===== src/ccad_pkg.sv =====
package ccad_pkg;

   // Core clock rate used to turn times into cycle counts
   localparam int CLK_MHZ = 250;

   // Comparator vector layout, one group per CC pin
   localparam int CMP_RA  = 0;  // Below active_cable_threshold
   localparam int CMP_RD  = 1;  // Below sink_detach_threshold
   localparam int CMP_DEF = 2;  // Sink: above default-current level
   localparam int CMP_1P5 = 3;  // Sink: above 1.5 A level
   localparam int CMP_3P0 = 4;  // Sink: above 3 A level
   localparam int CMP_W   = 5;

   // Debounce counter width and reset value
   localparam int         DBNC_W   = 16;
   localparam logic [15:0] DBNC_RST = 16'h0000;

   // Pull-up advertisement levels (source side) and decoded partner current (sink side)
   typedef enum logic [1:0] {
      ADV_DEF_500 = 2'h0,
      ADV_DEF_900 = 2'h1,
      ADV_1P5     = 2'h2,
      ADV_3P0     = 2'h3
   } ccad_adv_type;

   // Classified pin termination
   typedef enum logic [2:0] {
      PIN_OPEN = 3'h1,
      PIN_RA   = 3'h2,
      PIN_RD   = 3'h4
   } ccad_pin_type;

   // Connection states
   typedef enum logic [6:0] {
      ST_UNATT     = 7'h01,
      ST_SRC_ATT   = 7'h02,
      ST_CABLE     = 7'h04,
      ST_SRC_CABLE = 7'h08,
      ST_DEBUG     = 7'h10,
      ST_AUDIO     = 7'h20,
      ST_SNK_ATT   = 7'h40
   } ccad_state_type;

   // Discharge timer width
   localparam int SAFE0_W = 24;

endpackage


===== src/ccad_debounce.sv =====
`timescale 1ns/100ps
module ccad_debounce #(
   parameter int WIDTH = 10
) (
   // Clock and reset
   input  wire logic                        clk_sys,
   input  wire logic                        arst_n,
   // Debounce interval in core cycles
   input  wire logic [ccad_pkg::DBNC_W-1:0] dbnc_cycles,
   // Raw and filtered comparator levels
   input  wire logic [WIDTH-1:0]            raw_in,
   output logic      [WIDTH-1:0]            stable_out
);
   import ccad_pkg::*;

   logic [WIDTH-1:0]  meta_r;
   logic [WIDTH-1:0]  sync_r;
   logic [WIDTH-1:0]  cand_r;
   logic [WIDTH-1:0]  cand_nxt;
   logic [WIDTH-1:0]  stable_r;
   logic [WIDTH-1:0]  stable_nxt;
   logic [DBNC_W-1:0] cnt_r;
   logic [DBNC_W-1:0] cnt_nxt;

   // Two-flop synchroniser per bit; first stage feeds only the second
   genvar gi;
   generate
      for (gi = 0; gi < WIDTH; gi++) begin : g_sync
         always_ff @(posedge clk_sys or negedge arst_n) begin
            if (!arst_n) begin
               meta_r[gi] <= 1'b0;
               sync_r[gi] <= 1'b0;
            end else begin
               meta_r[gi] <= raw_in[gi];
               sync_r[gi] <= meta_r[gi];
            end
         end
      end
   endgenerate

   // Whole vector must hold still; a chattering bit restarts the wait
   always_comb begin
      cand_nxt   = sync_r;
      cnt_nxt    = cnt_r;
      stable_nxt = stable_r;
      if (sync_r != cand_r) begin
         cnt_nxt = DBNC_RST;
      end else if (cand_r != stable_r) begin
         if (cnt_r >= dbnc_cycles) begin
            stable_nxt = cand_r;
            cnt_nxt    = DBNC_RST;
         end else begin
            cnt_nxt = cnt_r + 1'b1;
         end
      end
   end

   always_ff @(posedge clk_sys or negedge arst_n) begin
      if (!arst_n) begin
         cand_r   <= '0;
         stable_r <= '0;
         cnt_r    <= DBNC_RST;
      end else begin
         cand_r   <= cand_nxt;
         stable_r <= stable_nxt;
         cnt_r    <= cnt_nxt;
      end
   end

   assign stable_out = stable_r;

endmodule


===== src/ccad_attach.sv =====
`timescale 1ns/100ps
module ccad_attach #(
   parameter int SAFE0_TIME_US = 650,
   parameter int SAFE0_CYC     = SAFE0_TIME_US * ccad_pkg::CLK_MHZ
) (
   // Clock and reset
   input  wire logic                             clk_sys,
   input  wire logic                             arst_n,
   // Configuration
   input  wire logic                             snk_role_sel,
   input  wire ccad_pkg::ccad_adv_type           adv_level,
   input  wire logic [ccad_pkg::DBNC_W-1:0]      dbnc_cycles,
   // CC comparator results per pin
   input  wire logic [ccad_pkg::CMP_W-1:0]       cc_pin_one_cmp,
   input  wire logic [ccad_pkg::CMP_W-1:0]       cc_pin_two_cmp,
   // VBUS and supply sensing
   input  wire logic                             vbus_present,
   input  wire logic                             vbus_above_safe5v,
   input  wire logic                             vbus_above_safe0v,
   input  wire logic                             hv_path_en,
   input  wire logic                             safe0_req,
   input  wire logic                             vconn_supply_input_good,
   // CC pin terminations
   output logic [1:0]                            cc_pullup_current_en,
   output ccad_pkg::ccad_adv_type                cc_pullup_level,
   output logic [1:0]                            trimmed_sink_pulldown_en,
   // Power controls
   output logic                                  vbus_src_en,
   output logic [1:0]                            vconn_en,
   output logic                                  vconn_ilim_en,
   output logic                                  vbus_pulldown_en,
   output logic                                  safe0_timeout,
   // Status and events
   output ccad_pkg::ccad_state_type              conn_state,
   output logic                                  orient_flip,
   output logic [1:0]                            monitor_pins,
   output ccad_pkg::ccad_adv_type                snk_adv_current,
   output logic                                  attach_evt,
   output logic                                  detach_evt
);
   import ccad_pkg::*;

   localparam logic [SAFE0_W-1:0] SAFE0_LIM = SAFE0_W'(SAFE0_CYC);

   logic [2*CMP_W-1:0] cmp_stable;
   logic [CMP_W-1:0]   c1;
   logic [CMP_W-1:0]   c2;
   ccad_pin_type       p1;
   ccad_pin_type       p2;
   ccad_state_type     st_r;
   ccad_state_type     st_nxt;
   logic               flip_r;
   logic               flip_nxt;
   logic               role_r;
   logic               attach_r;
   logic               attach_nxt;
   logic               detach_r;
   logic               detach_nxt;
   ccad_adv_type       snk_cur_r;
   ccad_adv_type       snk_cur_nxt;
   logic [1:0]         vconn_r;
   logic [1:0]         vconn_nxt;
   logic [1:0]         vconn_req;
   logic               safe0_r;
   logic               safe0_nxt;
   logic [SAFE0_W-1:0] s0cnt_r;
   logic [SAFE0_W-1:0] s0cnt_nxt;
   logic               s0to_r;
   logic               s0to_nxt;

   // Sync and debounce both pins together
   ccad_debounce #(
      .WIDTH (2*CMP_W)
   ) u_dbnc (
      .clk_sys     (clk_sys),
      .arst_n      (arst_n),
      .dbnc_cycles (dbnc_cycles),
      .raw_in      ({cc_pin_two_cmp, cc_pin_one_cmp}),
      .stable_out  (cmp_stable)
   );

   assign c1 = cmp_stable[CMP_W-1:0];
   assign c2 = cmp_stable[2*CMP_W-1:CMP_W];

   // Threshold pair per pin; analog side picks thresholds from cc_pullup_level
   function automatic ccad_pin_type classify(input logic [CMP_W-1:0] c);
      if (c[CMP_RA]) begin
         return PIN_RA;
      end else if (c[CMP_RD]) begin
         return PIN_RD;
      end
      return PIN_OPEN;
   endfunction

   // Sink side current decode, highest level wins
   function automatic ccad_adv_type decode_cur(input logic [CMP_W-1:0] c);
      if (c[CMP_3P0]) begin
         return ADV_3P0;
      end else if (c[CMP_1P5]) begin
         return ADV_1P5;
      end
      return ADV_DEF_500;
   endfunction

   assign p1 = classify(c1);
   assign p2 = classify(c2);

   // Connection state machine; role change always drops to unattached
   always_comb begin
      st_nxt      = st_r;
      flip_nxt    = flip_r;
      snk_cur_nxt = snk_cur_r;
      case (st_r)
         ST_UNATT: begin
            if (snk_role_sel) begin
               if (vbus_present && (c1[CMP_DEF] || c2[CMP_DEF])) begin
                  st_nxt   = ST_SNK_ATT;
                  flip_nxt = !c1[CMP_DEF];
               end
            end else if (p1 == PIN_RD && p2 == PIN_OPEN) begin
               st_nxt   = ST_SRC_ATT;
               flip_nxt = 1'b0;
            end else if (p1 == PIN_OPEN && p2 == PIN_RD) begin
               st_nxt   = ST_SRC_ATT;
               flip_nxt = 1'b1;
            end else if (p1 == PIN_RA && p2 == PIN_OPEN) begin
               st_nxt   = ST_CABLE;
               flip_nxt = 1'b1;
            end else if (p1 == PIN_OPEN && p2 == PIN_RA) begin
               st_nxt   = ST_CABLE;
               flip_nxt = 1'b0;
            end else if (p1 == PIN_RA && p2 == PIN_RD) begin
               st_nxt   = ST_SRC_CABLE;
               flip_nxt = 1'b1;
            end else if (p1 == PIN_RD && p2 == PIN_RA) begin
               st_nxt   = ST_SRC_CABLE;
               flip_nxt = 1'b0;
            end else if (p1 == PIN_RD && p2 == PIN_RD) begin
               st_nxt = ST_DEBUG;
            end else if (p1 == PIN_RA && p2 == PIN_RA) begin
               st_nxt = ST_AUDIO;
            end
         end
         ST_CABLE: begin
            // flip_r names the pin where a sink may still appear
            if ((flip_r ? p1 : p2) == PIN_OPEN) begin
               st_nxt = ST_UNATT;
            end else if ((flip_r ? p2 : p1) == PIN_RD) begin
               st_nxt = ST_SRC_CABLE;
            end
         end
         ST_SRC_ATT, ST_SRC_CABLE: begin
            if ((flip_r ? p2 : p1) == PIN_OPEN) begin
               st_nxt = ST_UNATT;
            end
         end
         ST_DEBUG, ST_AUDIO: begin
            if (p1 == PIN_OPEN || p2 == PIN_OPEN) begin
               st_nxt = ST_UNATT;
            end
         end
         ST_SNK_ATT: begin
            snk_cur_nxt = decode_cur(flip_r ? c2 : c1);
            if (!vbus_present) begin
               st_nxt = ST_UNATT;
            end
         end
         default: begin
            st_nxt = ST_UNATT;
         end
      endcase
      if (snk_role_sel != role_r) begin
         st_nxt = ST_UNATT;
      end
      if (st_nxt == ST_UNATT) begin
         snk_cur_nxt = ADV_DEF_500;
      end
      attach_nxt = (st_r == ST_UNATT) && (st_nxt != ST_UNATT);
      detach_nxt = (st_r != ST_UNATT) && (st_nxt == ST_UNATT);
   end

   always_ff @(posedge clk_sys or negedge arst_n) begin
      if (!arst_n) begin
         st_r      <= ST_UNATT;
         flip_r    <= 1'b0;
         role_r    <= 1'b0;
         attach_r  <= 1'b0;
         detach_r  <= 1'b0;
         snk_cur_r <= ADV_DEF_500;
      end else begin
         st_r      <= st_nxt;
         flip_r    <= flip_nxt;
         role_r    <= snk_role_sel;
         attach_r  <= attach_nxt;
         detach_r  <= detach_nxt;
         snk_cur_r <= snk_cur_nxt;
      end
   end

   // VCONN goes to the cable pin, never the monitored one; follows the next state
   // so the switch opens on the detach edge itself, never powered while unattached
   assign vconn_req = (st_nxt == ST_SRC_CABLE) ? (flip_nxt ? 2'h1 : 2'h2) : 2'h0;

   // Input-good gates only the closing edge; a closed switch stays closed
   always_comb begin
      vconn_nxt = vconn_req;
      if (vconn_r != vconn_req && !vconn_supply_input_good) begin
         vconn_nxt = 2'h0;
      end else if (vconn_r == vconn_req) begin
         vconn_nxt = vconn_r;
      end
   end

   // Discharge to vSafe0V after a detach or on request, with a time budget
   always_comb begin
      safe0_nxt = safe0_r;
      s0cnt_nxt = s0cnt_r;
      s0to_nxt  = 1'b0;
      if (!safe0_r && (safe0_req || detach_nxt)) begin
         safe0_nxt = 1'b1;
         s0cnt_nxt = '0;
      end else if (safe0_r) begin
         if (!vbus_above_safe0v) begin
            safe0_nxt = 1'b0;
         end else if (s0cnt_r == SAFE0_LIM) begin
            s0to_nxt = 1'b1;  // Overrun flagged, pull-down keeps going
         end else begin
            s0cnt_nxt = s0cnt_r + 1'b1;
         end
      end
   end

   always_ff @(posedge clk_sys or negedge arst_n) begin
      if (!arst_n) begin
         vconn_r <= 2'h0;
         safe0_r <= 1'b0;
         s0cnt_r <= '0;
         s0to_r  <= 1'b0;
      end else begin
         vconn_r <= vconn_nxt;
         safe0_r <= safe0_nxt;
         s0cnt_r <= s0cnt_nxt;
         s0to_r  <= s0to_nxt;
      end
   end

   // Terminations: pull-ups in source role, except on the VCONN pin
   assign cc_pullup_current_en     = role_r ? 2'h0 : ~vconn_r;
   assign cc_pullup_level          = adv_level;
   assign trimmed_sink_pulldown_en = role_r ? 2'h3 : 2'h0;

   // Power and status outputs
   assign vbus_src_en      = (st_r == ST_SRC_ATT) || (st_r == ST_SRC_CABLE);
   assign vconn_en         = vconn_r;
   assign vconn_ilim_en    = |vconn_r;
   assign vbus_pulldown_en = (!hv_path_en && vbus_above_safe5v) || safe0_r;
   assign safe0_timeout    = s0to_r;
   assign conn_state       = st_r;
   assign orient_flip      = flip_r;
   assign monitor_pins     = (st_r == ST_SRC_ATT || st_r == ST_SRC_CABLE)
                             ? (flip_r ? 2'h2 : 2'h1) : 2'h3;
   assign snk_adv_current  = snk_cur_r;
   assign attach_evt       = attach_r;
   assign detach_evt       = detach_r;
endmodule


===== config.mk =====
export PLATFORM = sky130hd
export DESIGN_NAME = ccad_attach
export DESIGN_NICKNAME = d
export VERILOG_FILES = /design/src/ccad_pkg.sv /design/src/ccad_debounce.sv /design/src/ccad_attach.sv
export SDC_FILE = /design/constraint.sdc
export NUM_CORES = 1
export LEC_CHECK = 0
export ABC_AREA = 1
export CORE_MARGIN = 3
export CORE_UTILIZATION = 45
export CTS_BUF_LIST = sky130_fd_sc_hd__clkbuf_16
export CTS_CLUSTER_SIZE = 20
export DETAILED_ROUTE_END_ITERATION = 12
export DONT_BUFFER_PORTS = 1
export SYNTH_ARGS = -nofsm -noshare
export SYNTH_HDL_FRONTEND = slang
export SYNTH_HIERARCHICAL = 1
export SYNTH_SLANG_ARGS = --single-unit

===== constraint.sdc =====
create_clock -name clk_sys -period 1.92 [get_ports clk_sys]
set_input_delay 0.192 -clock clk_sys [delete_from_list [all_inputs] [get_ports clk_sys]]
set_output_delay 0.192 -clock clk_sys [all_outputs]
set_load 0.05 [all_outputs]

==> impl_metrics.ini, run 1 <==
[global_route]
antenna_found_initial = 0
grt_use_total = 0.1856
grt_max_degree = 98
grt_overflow = 0
grt_pass1_wl_um = 21620
grt_pass1_vias = 4765

[place]
port_buffers = 0
placed_area_um2 = 6237
place.gp.congestion = 0.8699
hpwl_um = 9297

[clocking]
cts_root_buf = clkbuf_16
cts_made_buffers = 9
cts_sinks = 97
postCtsHoldBufs = 12
clk_latency_ps = 340
cts_max_level = 3
cts_tree = yes
path_clk_slew_ps = 60
cts.path.max_buffers = 2

[die]
core_area_um2 = 12160
die_w_um = 118.4
die_h_um = 118.4
rows = 40
io_pins = 63
die_area_um2 = 14010
start_util = 0.4673

[layout]
area.growth.synth_to_final_pct = 21.25
num_antenna_cells = 0
final_cell_area_um2 = 6890
nets = 862
drive_above_1_share = 0.2099

[routing]
first_iter_violations = 320
viasPerCell = 4.923
drc = 0
drtAntennaViolNets = 0
vias = 4815
routedWlPerCell_um = 12.91
postRouteWirelength_um = 12620
firstDrtPassIters = 4

[sta]
hold_violations = 97
period_minus_slack_ps = 1921
finalMaxSlewViolations = 0
finalSetupViolations = 2
relSlewSlack = 0.6213
rsz0062_at_grt = yes
finalClockSkew_ps = 5.491
whs_ps = -461.1
fin_crit_sh = 1.001
worst_pin_slew_ps = 568.1
final.setup.worst_slack_ps = -1.305
fmax_mhz = 520.5

[worst_setup_path]
cp_max_fo = 5
cp-end-kind = register
worstPathRequired_ps = 2150
crit_type = reg -> reg
timing.rr.start = conn_state[0]
critPathArrivalTime_ps = 2160
critPathLaunch = conn_state[0]
startpoint_type = register

[power_and_ir_drop]
power_leakage_nw = 3.476
vdd_ir_drop_max_mv = 0.4052
powerDensity_nw_per_um2 = 628.9

[yosys]
synth_cell_types = 41
synth_area_um2 = 5683
ys.warnings.count = 6
async_flop_share = 1.000
synth_fp_nets = 793
ys_ff_latch = 97
synth_area_per_cell_um2 = 7.711
synth_edf_count = 0
synthCells = 737
yosysSeqAreaShare = 0.4273
synth_ff_type = dfrtp_1

[hold_path]
min-delay-path-class = in -> async

[outcome]
violations = negative hold slack, negative setup slack
status = finished with violations

[job]
maxCapViolCount = 0
-- Yosys cell counts, types with 2 or more instances --
master	n	area (um2)
nand2_1	213	799.5
inv_1	97	364.1
dfrtp_1	96	2402
nand3_1	71	355.3
nor2_1	71	266.5
xor2_1	23	201.4
ha_1	19	237.7
nand4_1	18	112.6
nor2_2	17	106.4
a21oi_1	15	75.07
xnor2_1	13	113.9
o21ai_0	12	60.06
nor3_1	10	50.05
nand3_2	8	80.08
nor2_4	7	78.83
inv_2	6	22.52
nand2_2	6	37.54
buf_4	4	30.03
buf_6	3	33.78
o21ai_1	3	15.01
buf_2	2	10.01
clkbuf_8	2	27.53
nand2_4	2	22.52
o2111ai_1	2	17.52
-- through the flow --
stage | TNS [ps] | util | worst slack [ps] | power [mW] | instances
floorplan | -1473 | - | -77.63 | 2.460 | 737
global placement | 0 | 0.5129 | 65.63 | 2.537 | 945
detailed placement | -48.32 | 0.5129 | -14.69 | 2.550 | 945
CTS | 0 | 0.5474 | 7.881 | 4.345 | 973
global route | -1594 | 0.5666 | -86.63 | 4.537 | 978
finish | -2.233 | 0.5666 | -1.305 | 4.333 | 978
-- repair_timing --
action / in CTS / in global routing
gates resized for setup: 2 / 53
hold endpoints to repair: 110 / 97
setup buffers: 1 / 4
gates cloned: 0 / 1
pin swaps: 0 / 7
endpoints found under the setup margin: 17 / 42
-- path summary, 6_finish.rpt --
check / endpoint / slack [ps] / cells past startpoint
hold reg to reg: u_dbnc/cand_nxt[8] / 350 / 0
hold / removal: u_dbnc/cand_r[9] / -460 / 0
setup / recovery: s0cnt_r[11] / -1 / 14
max in group asynchronous: conn_state[0] / 2200 / 0
setup reg to reg: s0cnt_r[11] / -1 / 14
min in group clk_sys: safe0_r / 60 / 2
-- cells by family after synthesis --
logic type	count (synthesis)	share of synthesized area
adder cells (fa/ha/maj)	19	0.04183
buffers and inverters	117	0.09093
AO/OA/AOI/OAI	40	0.04029
AND/OR/NAND/NOR	428	0.3441
flip-flops	97	0.4273
XOR/XNOR	36	0.05548
-- critical path, stage by stage, from the launching register on --
cell and delay, ps:
dfstp_4 650, inv_4 50, nor2_4 90, nand2_2 70, nor2_4 160, nand3_2 100
nand3_2 110, nor2_4 40, nand3_2 70, nand2_2 60, nand2_2 70, nand2_4 70
inv_8 90, clkbuf_16 150, nor2_2 30
-- placed cells by master (no fill, tap or decap), types with 2 or more instances in the layout --
cell,Yosys,routed
inv_2,6,10
nand2_4,2,4
nand2_1,213,208
buf_12,0,3
clkbuf_16,0,10
dlygate4sd3_1,0,12
inv_1,97,92
nand2_2,6,9
xnor2_1,13,13
a21oi_1,15,13
clkinv_4,0,2
a21oi_2,1,3
buf_6,3,3
nand3_2,8,13
dfrtp_2,0,6
nor3_1,10,8
o2111ai_1,2,2
nor2_4,7,14
nand4_1,18,18
dfrtp_1,96,90
nor2_1,71,54
buf_4,4,52
ha_1,19,18
clkinv_1,0,2
xor2_2,0,4
xor2_1,23,19
nand3_1,71,66
o21ai_0,12,9
nor2_2,17,27
o21ai_1,3,6
-- sequential cells by signal, indices dropped and copies added, names as in the netlist --
signal,flops
vconn_en,2
u_dbnc/cand_nxt,10
safe0_timeout,1
s0cnt_r,24
role_r,1
detach_evt,1
u_dbnc/cnt_r,16
attach_evt,1
u_dbnc/stable_out,10
conn_state,7
orient_flip,1
safe0_r,1
u_dbnc/meta_r,10
snk_adv_current,2
u_dbnc/cand_r,10
-- layer usage --
layer	track usage	routed length, um	part of all wire	vias to the layer above
met4	0.05720	201	0.016	0
met1	0.2395	5674	0.45	2260
met5	0	0	0	-
met2	0.3065	6159	0.49	89
met3	0.04833	588	0.047	17
li1	-	-	-	2449
-- report_power, final --
group	internal [mW]	switching, mW	leakage, nW
Sequential	2.10	0.0527	1.26
Clock	0.995	0.751	0.140
Combinational	0.179	0.255	2.07
Total	3.27	1.06	3.48
-- cell type report --
cell class              count  area [um2]
clock buffers               9       225.2
well taps                 168       210.2
inverters                 104       400.4
fillers                  1138        5271
repair buffers             71       629.4
flip-flops and latches     97        2440
multi-input cells         523        2925
clock inverters             6       60.06
Power figures use the tool's default switching activity.
==> run 2: changes to the inputs <==
--- a/config.mk
+++ b/config.mk
@@ -6,12 +6,14 @@
 export NUM_CORES = 1
 export LEC_CHECK = 0
 export ABC_AREA = 1
-export CORE_MARGIN = 3
+export CAP_MARGIN = 20
+export CORE_MARGIN = 8
 export CORE_UTILIZATION = 45
 export CTS_BUF_LIST = sky130_fd_sc_hd__clkbuf_16
 export CTS_CLUSTER_SIZE = 20
 export DETAILED_ROUTE_END_ITERATION = 12
 export DONT_BUFFER_PORTS = 1
+export SKIP_CTS_REPAIR_TIMING = 1
 export SYNTH_ARGS = -nofsm -noshare
 export SYNTH_HDL_FRONTEND = slang
 export SYNTH_HIERARCHICAL = 1
==> run 2 against run 1 <==
Effect of this change:
- the flow still finishes with violations (negative hold slack, negative setup slack)
- sequential share of layout area fell by 0.19 points
- combinational power rose by 1%
- routed wire length rose by 6.2%
- power rose by 1.1%
- largest power group unchanged
- highest routed layer unchanged
==> impl_metrics.ini, run 2 (synthesis gave the netlist of run 1 again) <==
[die]
start_util = 0.4559
core_area_um2 = 12470
die_area_um2 = 16480
die_w_um = 128.4
rows = 41
die_h_um = 128.4
io_pins = 63

[layout]
area.growth.synth_to_final_pct = 22.08
layout_common_cells = nand2_1, inv_1, dfrtp_1
largest_reg_flops = 24
final_cell_area_um2 = 6938
fillers = 1116
final_common_cell = nand2_1
nets = 859
drive_above_1_share = 0.2104
top_regs = s0cnt_r (24), u_dbnc/cnt_r (16)
final-seq-area_um2 = 2444
multi_input_area_um2 = 2959
top_register = s0cnt_r
num_antenna_cells = 0

[clocking]
cts_max_level = 3
cts_made_buffers = 9
clk_latency_ps = 360
cts.path.max_buffers = 2
cts_sinks = 97
cts_root_buf = clkbuf_16
cts_tree = yes
path_clk_slew_ps = 80

[worst_setup_path]
cp-end-kind = register
path_cells = inv_4, nor2_4, nand2_2, nor2_4, nand3_2, nand3_2, nor2_4, nand3_2, nand2_2, nand2_2, nand2_4, inv_8, clkbuf_16, nor2_1
timing.rr.start = conn_state[0]
startpoint_type = register
r2r_end = s0cnt_r[0]
crit_family = simple AND/OR/NAND/NOR gates
slowest_stage = dfstp_4
crit_type = reg -> reg
ff2ff_setup_slack_ps = -20
critical_path.max_stage_delay_ps = 660
rr_worst_depth = 14
worstPathRequired_ps = 2170
cp.buffers_inverters = 3
cp_max_fo = 6
critPathArrivalTime_ps = 2190

[outcome]
status = finished with violations
violations = negative hold slack, negative setup slack

[sta]
fmax_mhz = 514.2
period_minus_slack_ps = 1945
final.setup.worst_slack_ps = -24.72
worst_pin_slew_ps = 580.8
finalSetupViolations = 22
fin_crit_sh = 1.013
hold_violations = 97
setup_tns_ps = -242.0
finalMaxSlewViolations = 0
whs_ps = -476.8
rsz0062_at_grt = yes
finalClockSkew_ps = 10.14
relSlewSlack = 0.6128

[routing]
drc = 0
vias = 4902
first_iter_violations = 385
routedWlPerCell_um = 13.68
firstDrtPassIters = 5
postRouteWirelength_um = 13410
viasPerCell = 5.002
drtAntennaViolNets = 0

[power_and_ir_drop]
clock_power_share = 0.408
power_leakage_nw = 3.446
vdd_ir_drop_max_mv = 0.5372
powerDensity_nw_per_um2 = 631.4
power.total_mw = 4.380
pwr-share-comb = 0.100
p_switching_mw = 1.183
seqPwrFrac = 0.492
internal_power_mw = 3.198
p_sw_frac = 0.2700

[place]
hpwl_um = 9612
place.gp.congestion = 0.9082
port_buffers = 0
placed_area_um2 = 6220

[global_route]
grt_pass1_vias = 4723
antenna_found_initial = 0
grt_overflow = 0
grt_use_total = 0.1655
grt_max_degree = 98
grt_pass1_wl_um = 22120

[job]
maxCapViolCount = 0

[hold_path]
min-delay-path-class = in -> async
run 2: changes by cell type in the layout (fill, tap and decap cells not counted), moves of 2 or more:
cell	before	now
nand2_2	9	6
nand2_1	208	211
inv_6	0	2
buf_4	52	50
nor2_4	14	19
buf_6	3	1
dfrtp_1	90	87
nor2_2	27	21
dfrtp_2	6	9
inv_8	1	3
clkinv_1	2	0
run 2: worst max path at each step:
stage	from	end	slack, ps	cells after the start
floorplan	conn_state[4]	s0cnt_r[10]	-80	13
finish	conn_state[0]	s0cnt_r[0]	-20	14
global route	conn_state[0]	s0cnt_r[14]	-130	14
detailed placement	s0cnt_r[0]	s0cnt_r[23]	30	10
global placement	s0cnt_r[0]	s0cnt_r[23]	70	10
CTS	conn_state[0]	monitor_pins[1]	3	6
run 2: per-stage QoR:
stage               cells  hold slack, ps  utilization  worst slack, ps
finish                980          -476.8       0.5566           -24.72
global route          980          -495.9       0.5566           -132.9
floorplan             737          -103.6            -           -77.63
global placement      946          -98.37       0.4989            73.89
detailed placement    946          -99.66       0.4989            32.33
CTS                   962          -490.5       0.5228            3.384
run 2: power groups by stage:
stage,Combinational (mW),Clock (mW),Sequential [mW]
floorplan,0.268,0,2.19
global placement,0.343,0,2.19
detailed placement,0.353,0,2.19
CTS,0.354,1.85,2.15
global route,0.487,1.91,2.16
finish,0.440,1.79,2.15
run 2: layout make-up:
| cell class | instances | share of cell area |
|---|---|---|
| Sequential cell | 97 | 0.3522 |
| Tap cell | 172 | 0.03102 |
| Timing Repair Buffer | 68 | 0.08963 |
| Inverter | 104 | 0.05771 |
| Multi-Input combinational cell | 523 | 0.4265 |
| Clock buffer | 9 | 0.03246 |
| Clock inverter | 7 | 0.01046 |
run 2: layer usage:
metal  share of wire  track usage  routed length [um]  vias up
met5               0            0                   0        -
met3           0.054      0.04261                 718       25
met1            0.44       0.1991                5898     2316
met4           0.021      0.06713                 278        0
li1                -            -                   -     2447
met2            0.49       0.2770                6513      114
==> run 3: changes to the inputs <==
--- a/config.mk
+++ b/config.mk
@@ -13,8 +13,8 @@
 export CTS_CLUSTER_SIZE = 20
 export DETAILED_ROUTE_END_ITERATION = 12
 export DONT_BUFFER_PORTS = 1
+export SETUP_SLACK_MARGIN = 0.3
 export SKIP_CTS_REPAIR_TIMING = 1
 export SYNTH_ARGS = -nofsm -noshare
 export SYNTH_HDL_FRONTEND = slang
-export SYNTH_HIERARCHICAL = 1
 export SYNTH_SLANG_ARGS = --single-unit
==> run 3 against run 2 <==
Effect of this change:
- the run ends with negative hold slack left
- core utilization rose by 4.6 points
- sequential cell count did not move
- die area shrank 2.0%
- setup slack better by 62 ps
- sequential power is 11% higher
- largest power group is now combinational cells
==> impl_metrics.ini, run 3 <==
[routing]
drc = 0
drtAntennaViolNets = 0
first_iter_violations = 302
vias = 4847
postRouteWirelength_um = 13870
routedWlPerCell_um = 14.80
viasPerCell = 5.173
firstDrtPassIters = 5

[sta]
finalClockSkew_ps = 7.580
rsz0062_at_grt = yes
worst_pin_slew_ps = 669.2
fmax_mhz = 531.2
fin_crit_sh = 0.9805
hold_violations = 97
relSlewSlack = 0.5534
finalSetupViolations = 0
whs_ps = -472.7
finalMaxSlewViolations = 0
period_minus_slack_ps = 1883

[layout]
final_common_cell = nand2_1
area.growth.synth_to_final_pct = 30.37
num_antenna_cells = 0
drive_above_1_share = 0.2899
nets = 841
layout_common_cells = nand2_1, dfrtp_1, inv_1
top_regs = s0cnt_r (24), u_dbnc.cnt_r (16)
final_cell_area_um2 = 7239
top_register = s0cnt_r
largest_reg_flops = 24

[power_and_ir_drop]
powerDensity_nw_per_um2 = 927.0
clock_power_share = 0.263
p_sw_frac = 0.4017
p_switching_mw = 2.696
vdd_ir_drop_max_mv = 0.4509
internal_power_mw = 4.015
seqPwrFrac = 0.355
power_leakage_nw = 3.349
pwr-share-comb = 0.382
power.total_mw = 6.711

[die]
core_area_um2 = 12010
die_w_um = 127.1
io_pins = 63
die_area_um2 = 16150
die_h_um = 127.1
start_util = 0.4623
rows = 40

[yosys]
synth_area_um2 = 5553
yosysMostFrequentCell = nand2_1
synthCells = 704
ys_ff_latch = 97
synth_fp_nets = 760
synth_largest_area_cell = dfrtp_1
synth_top_area_share = 0.4326
yosysSeqAreaShare = 0.4374
synth_edf_count = 0
yosys-top-cells-area = dfrtp_1, nand2_1, inv_1
synth_ff_type = dfrtp_1
synth_area_per_cell_um2 = 7.888
async_flop_share = 1.000
ys.warnings.count = 0
synth_cell_types = 41
yosys-top-cells-count = nand2_1, dfrtp_1, inv_1, nor2_1, nand3_1

[place]
port_buffers = 0
hpwl_um = 9363
placed_area_um2 = 6061
place.gp.congestion = 0.9265

[global_route]
grt_pass1_wl_um = 21560
grt_overflow = 0
antenna_found_initial = 0
grt_max_degree = 98
grt_use_total = 0.1639
grt_pass1_vias = 4585

[worst_setup_path]
critPathArrivalTime_ps = 1690
worstPathRequired_ps = 1730
ff2ff_setup_slack_ps = 50
cp-end-kind = primary output
startpoint_type = register
crit_type = reg -> out
cp_max_fo = 4

[job]
maxCapViolCount = 0

[clocking]
clk_latency_ps = 350
cts_sinks = 97
cts_max_level = 3
cts.path.max_buffers = 2
cts_tree = yes
cts_root_buf = clkbuf_16
path_clk_slew_ps = 70
cts_made_buffers = 9

[outcome]
violations = negative hold slack
status = finished with violations

[hold_path]
min-delay-path-class = in -> async
## run 3: worst paths after layout
path                                         start                  to  cells after the start
setup / recovery                     conn_state[5]     monitor_pins[1]                      8
hold / removal                              arst_n     u_dbnc.cnt_r[9]                      0
setup reg to reg                     conn_state[5]         s0cnt_r[22]                     14
hold reg to reg                   u_dbnc.meta_r[3]  u_dbnc.cand_nxt[3]                      0
max in group asynchronous                   arst_n       conn_state[0]                      0
min in group clk_sys       vconn_supply_input_good         vconn_en[0]                      2
## run 3: power groups by stage
| stage | Sequential, mW | Clock (mW) | Combinational (mW) |
|---|---|---|---|
| 3_5_place_dp | 2.41 | 0 | 1.76 |
| 6_report | 2.38 | 1.76 | 2.56 |
| 2_1_floorplan | 2.54 | 0 | 1.19 |
| 4_1_cts | 2.37 | 1.81 | 1.78 |
| 3_3_place_gp | 2.40 | 0 | 1.75 |
| 5_1_grt | 2.40 | 1.89 | 2.77 |
## run 3: final cells by class
type,count,area [um2]
clock buffers,9,225.2
multi-input cells,492,3179
repair buffers,82,760.7
clock inverters,7,61.31
fillers,1048,4772
inverters,103,391.6
flip-flops and latches,97,2437
well taps,147,183.9
## run 3: cells by family after synthesis
| logic type | share of synthesized area |
|---|---|
| multiplexers | 0.001803 |
| flip-flops | 0.4374 |
| XOR/XNOR | 0.05205 |
| adder cells (fa/ha/maj) | 0.04281 |
| buffers and inverters | 0.08968 |
| AO/OA/AOI/OAI | 0.08991 |
| AND/OR/NAND/NOR | 0.2864 |
## run 3: worst max-delay path: stages, from the launching register on
cell	delay (ps)
dfrtp_2	440
inv_4	70
nand2_4	70
nor2_4	130
nand2_2	70
nor2_4	180
buf_12	180
nand2_4	60
buf_8	140
## run 3: routing by layer
layer	GRT usage	routed length [um]
met5	0	0
met4	0.07488	363
met3	0.03744	575
met2	0.2697	6898
met1	0.2008	6030
## run 3: through the flow
stage               utilization  cells  hold slack, ps  worst slack, ps  setup TNS (ps)
global route             0.6027    937          -482.7           -74.20          -981.9
floorplan                     -    704          -103.6           -132.0           -2702
detailed placement       0.5046    885          -100.3           -27.07          -131.1
CTS                      0.5284    901          -483.7           -120.5          -451.4
global placement         0.5046    885          -99.75            41.59               0
finish                   0.6027    937          -472.7            37.46               0
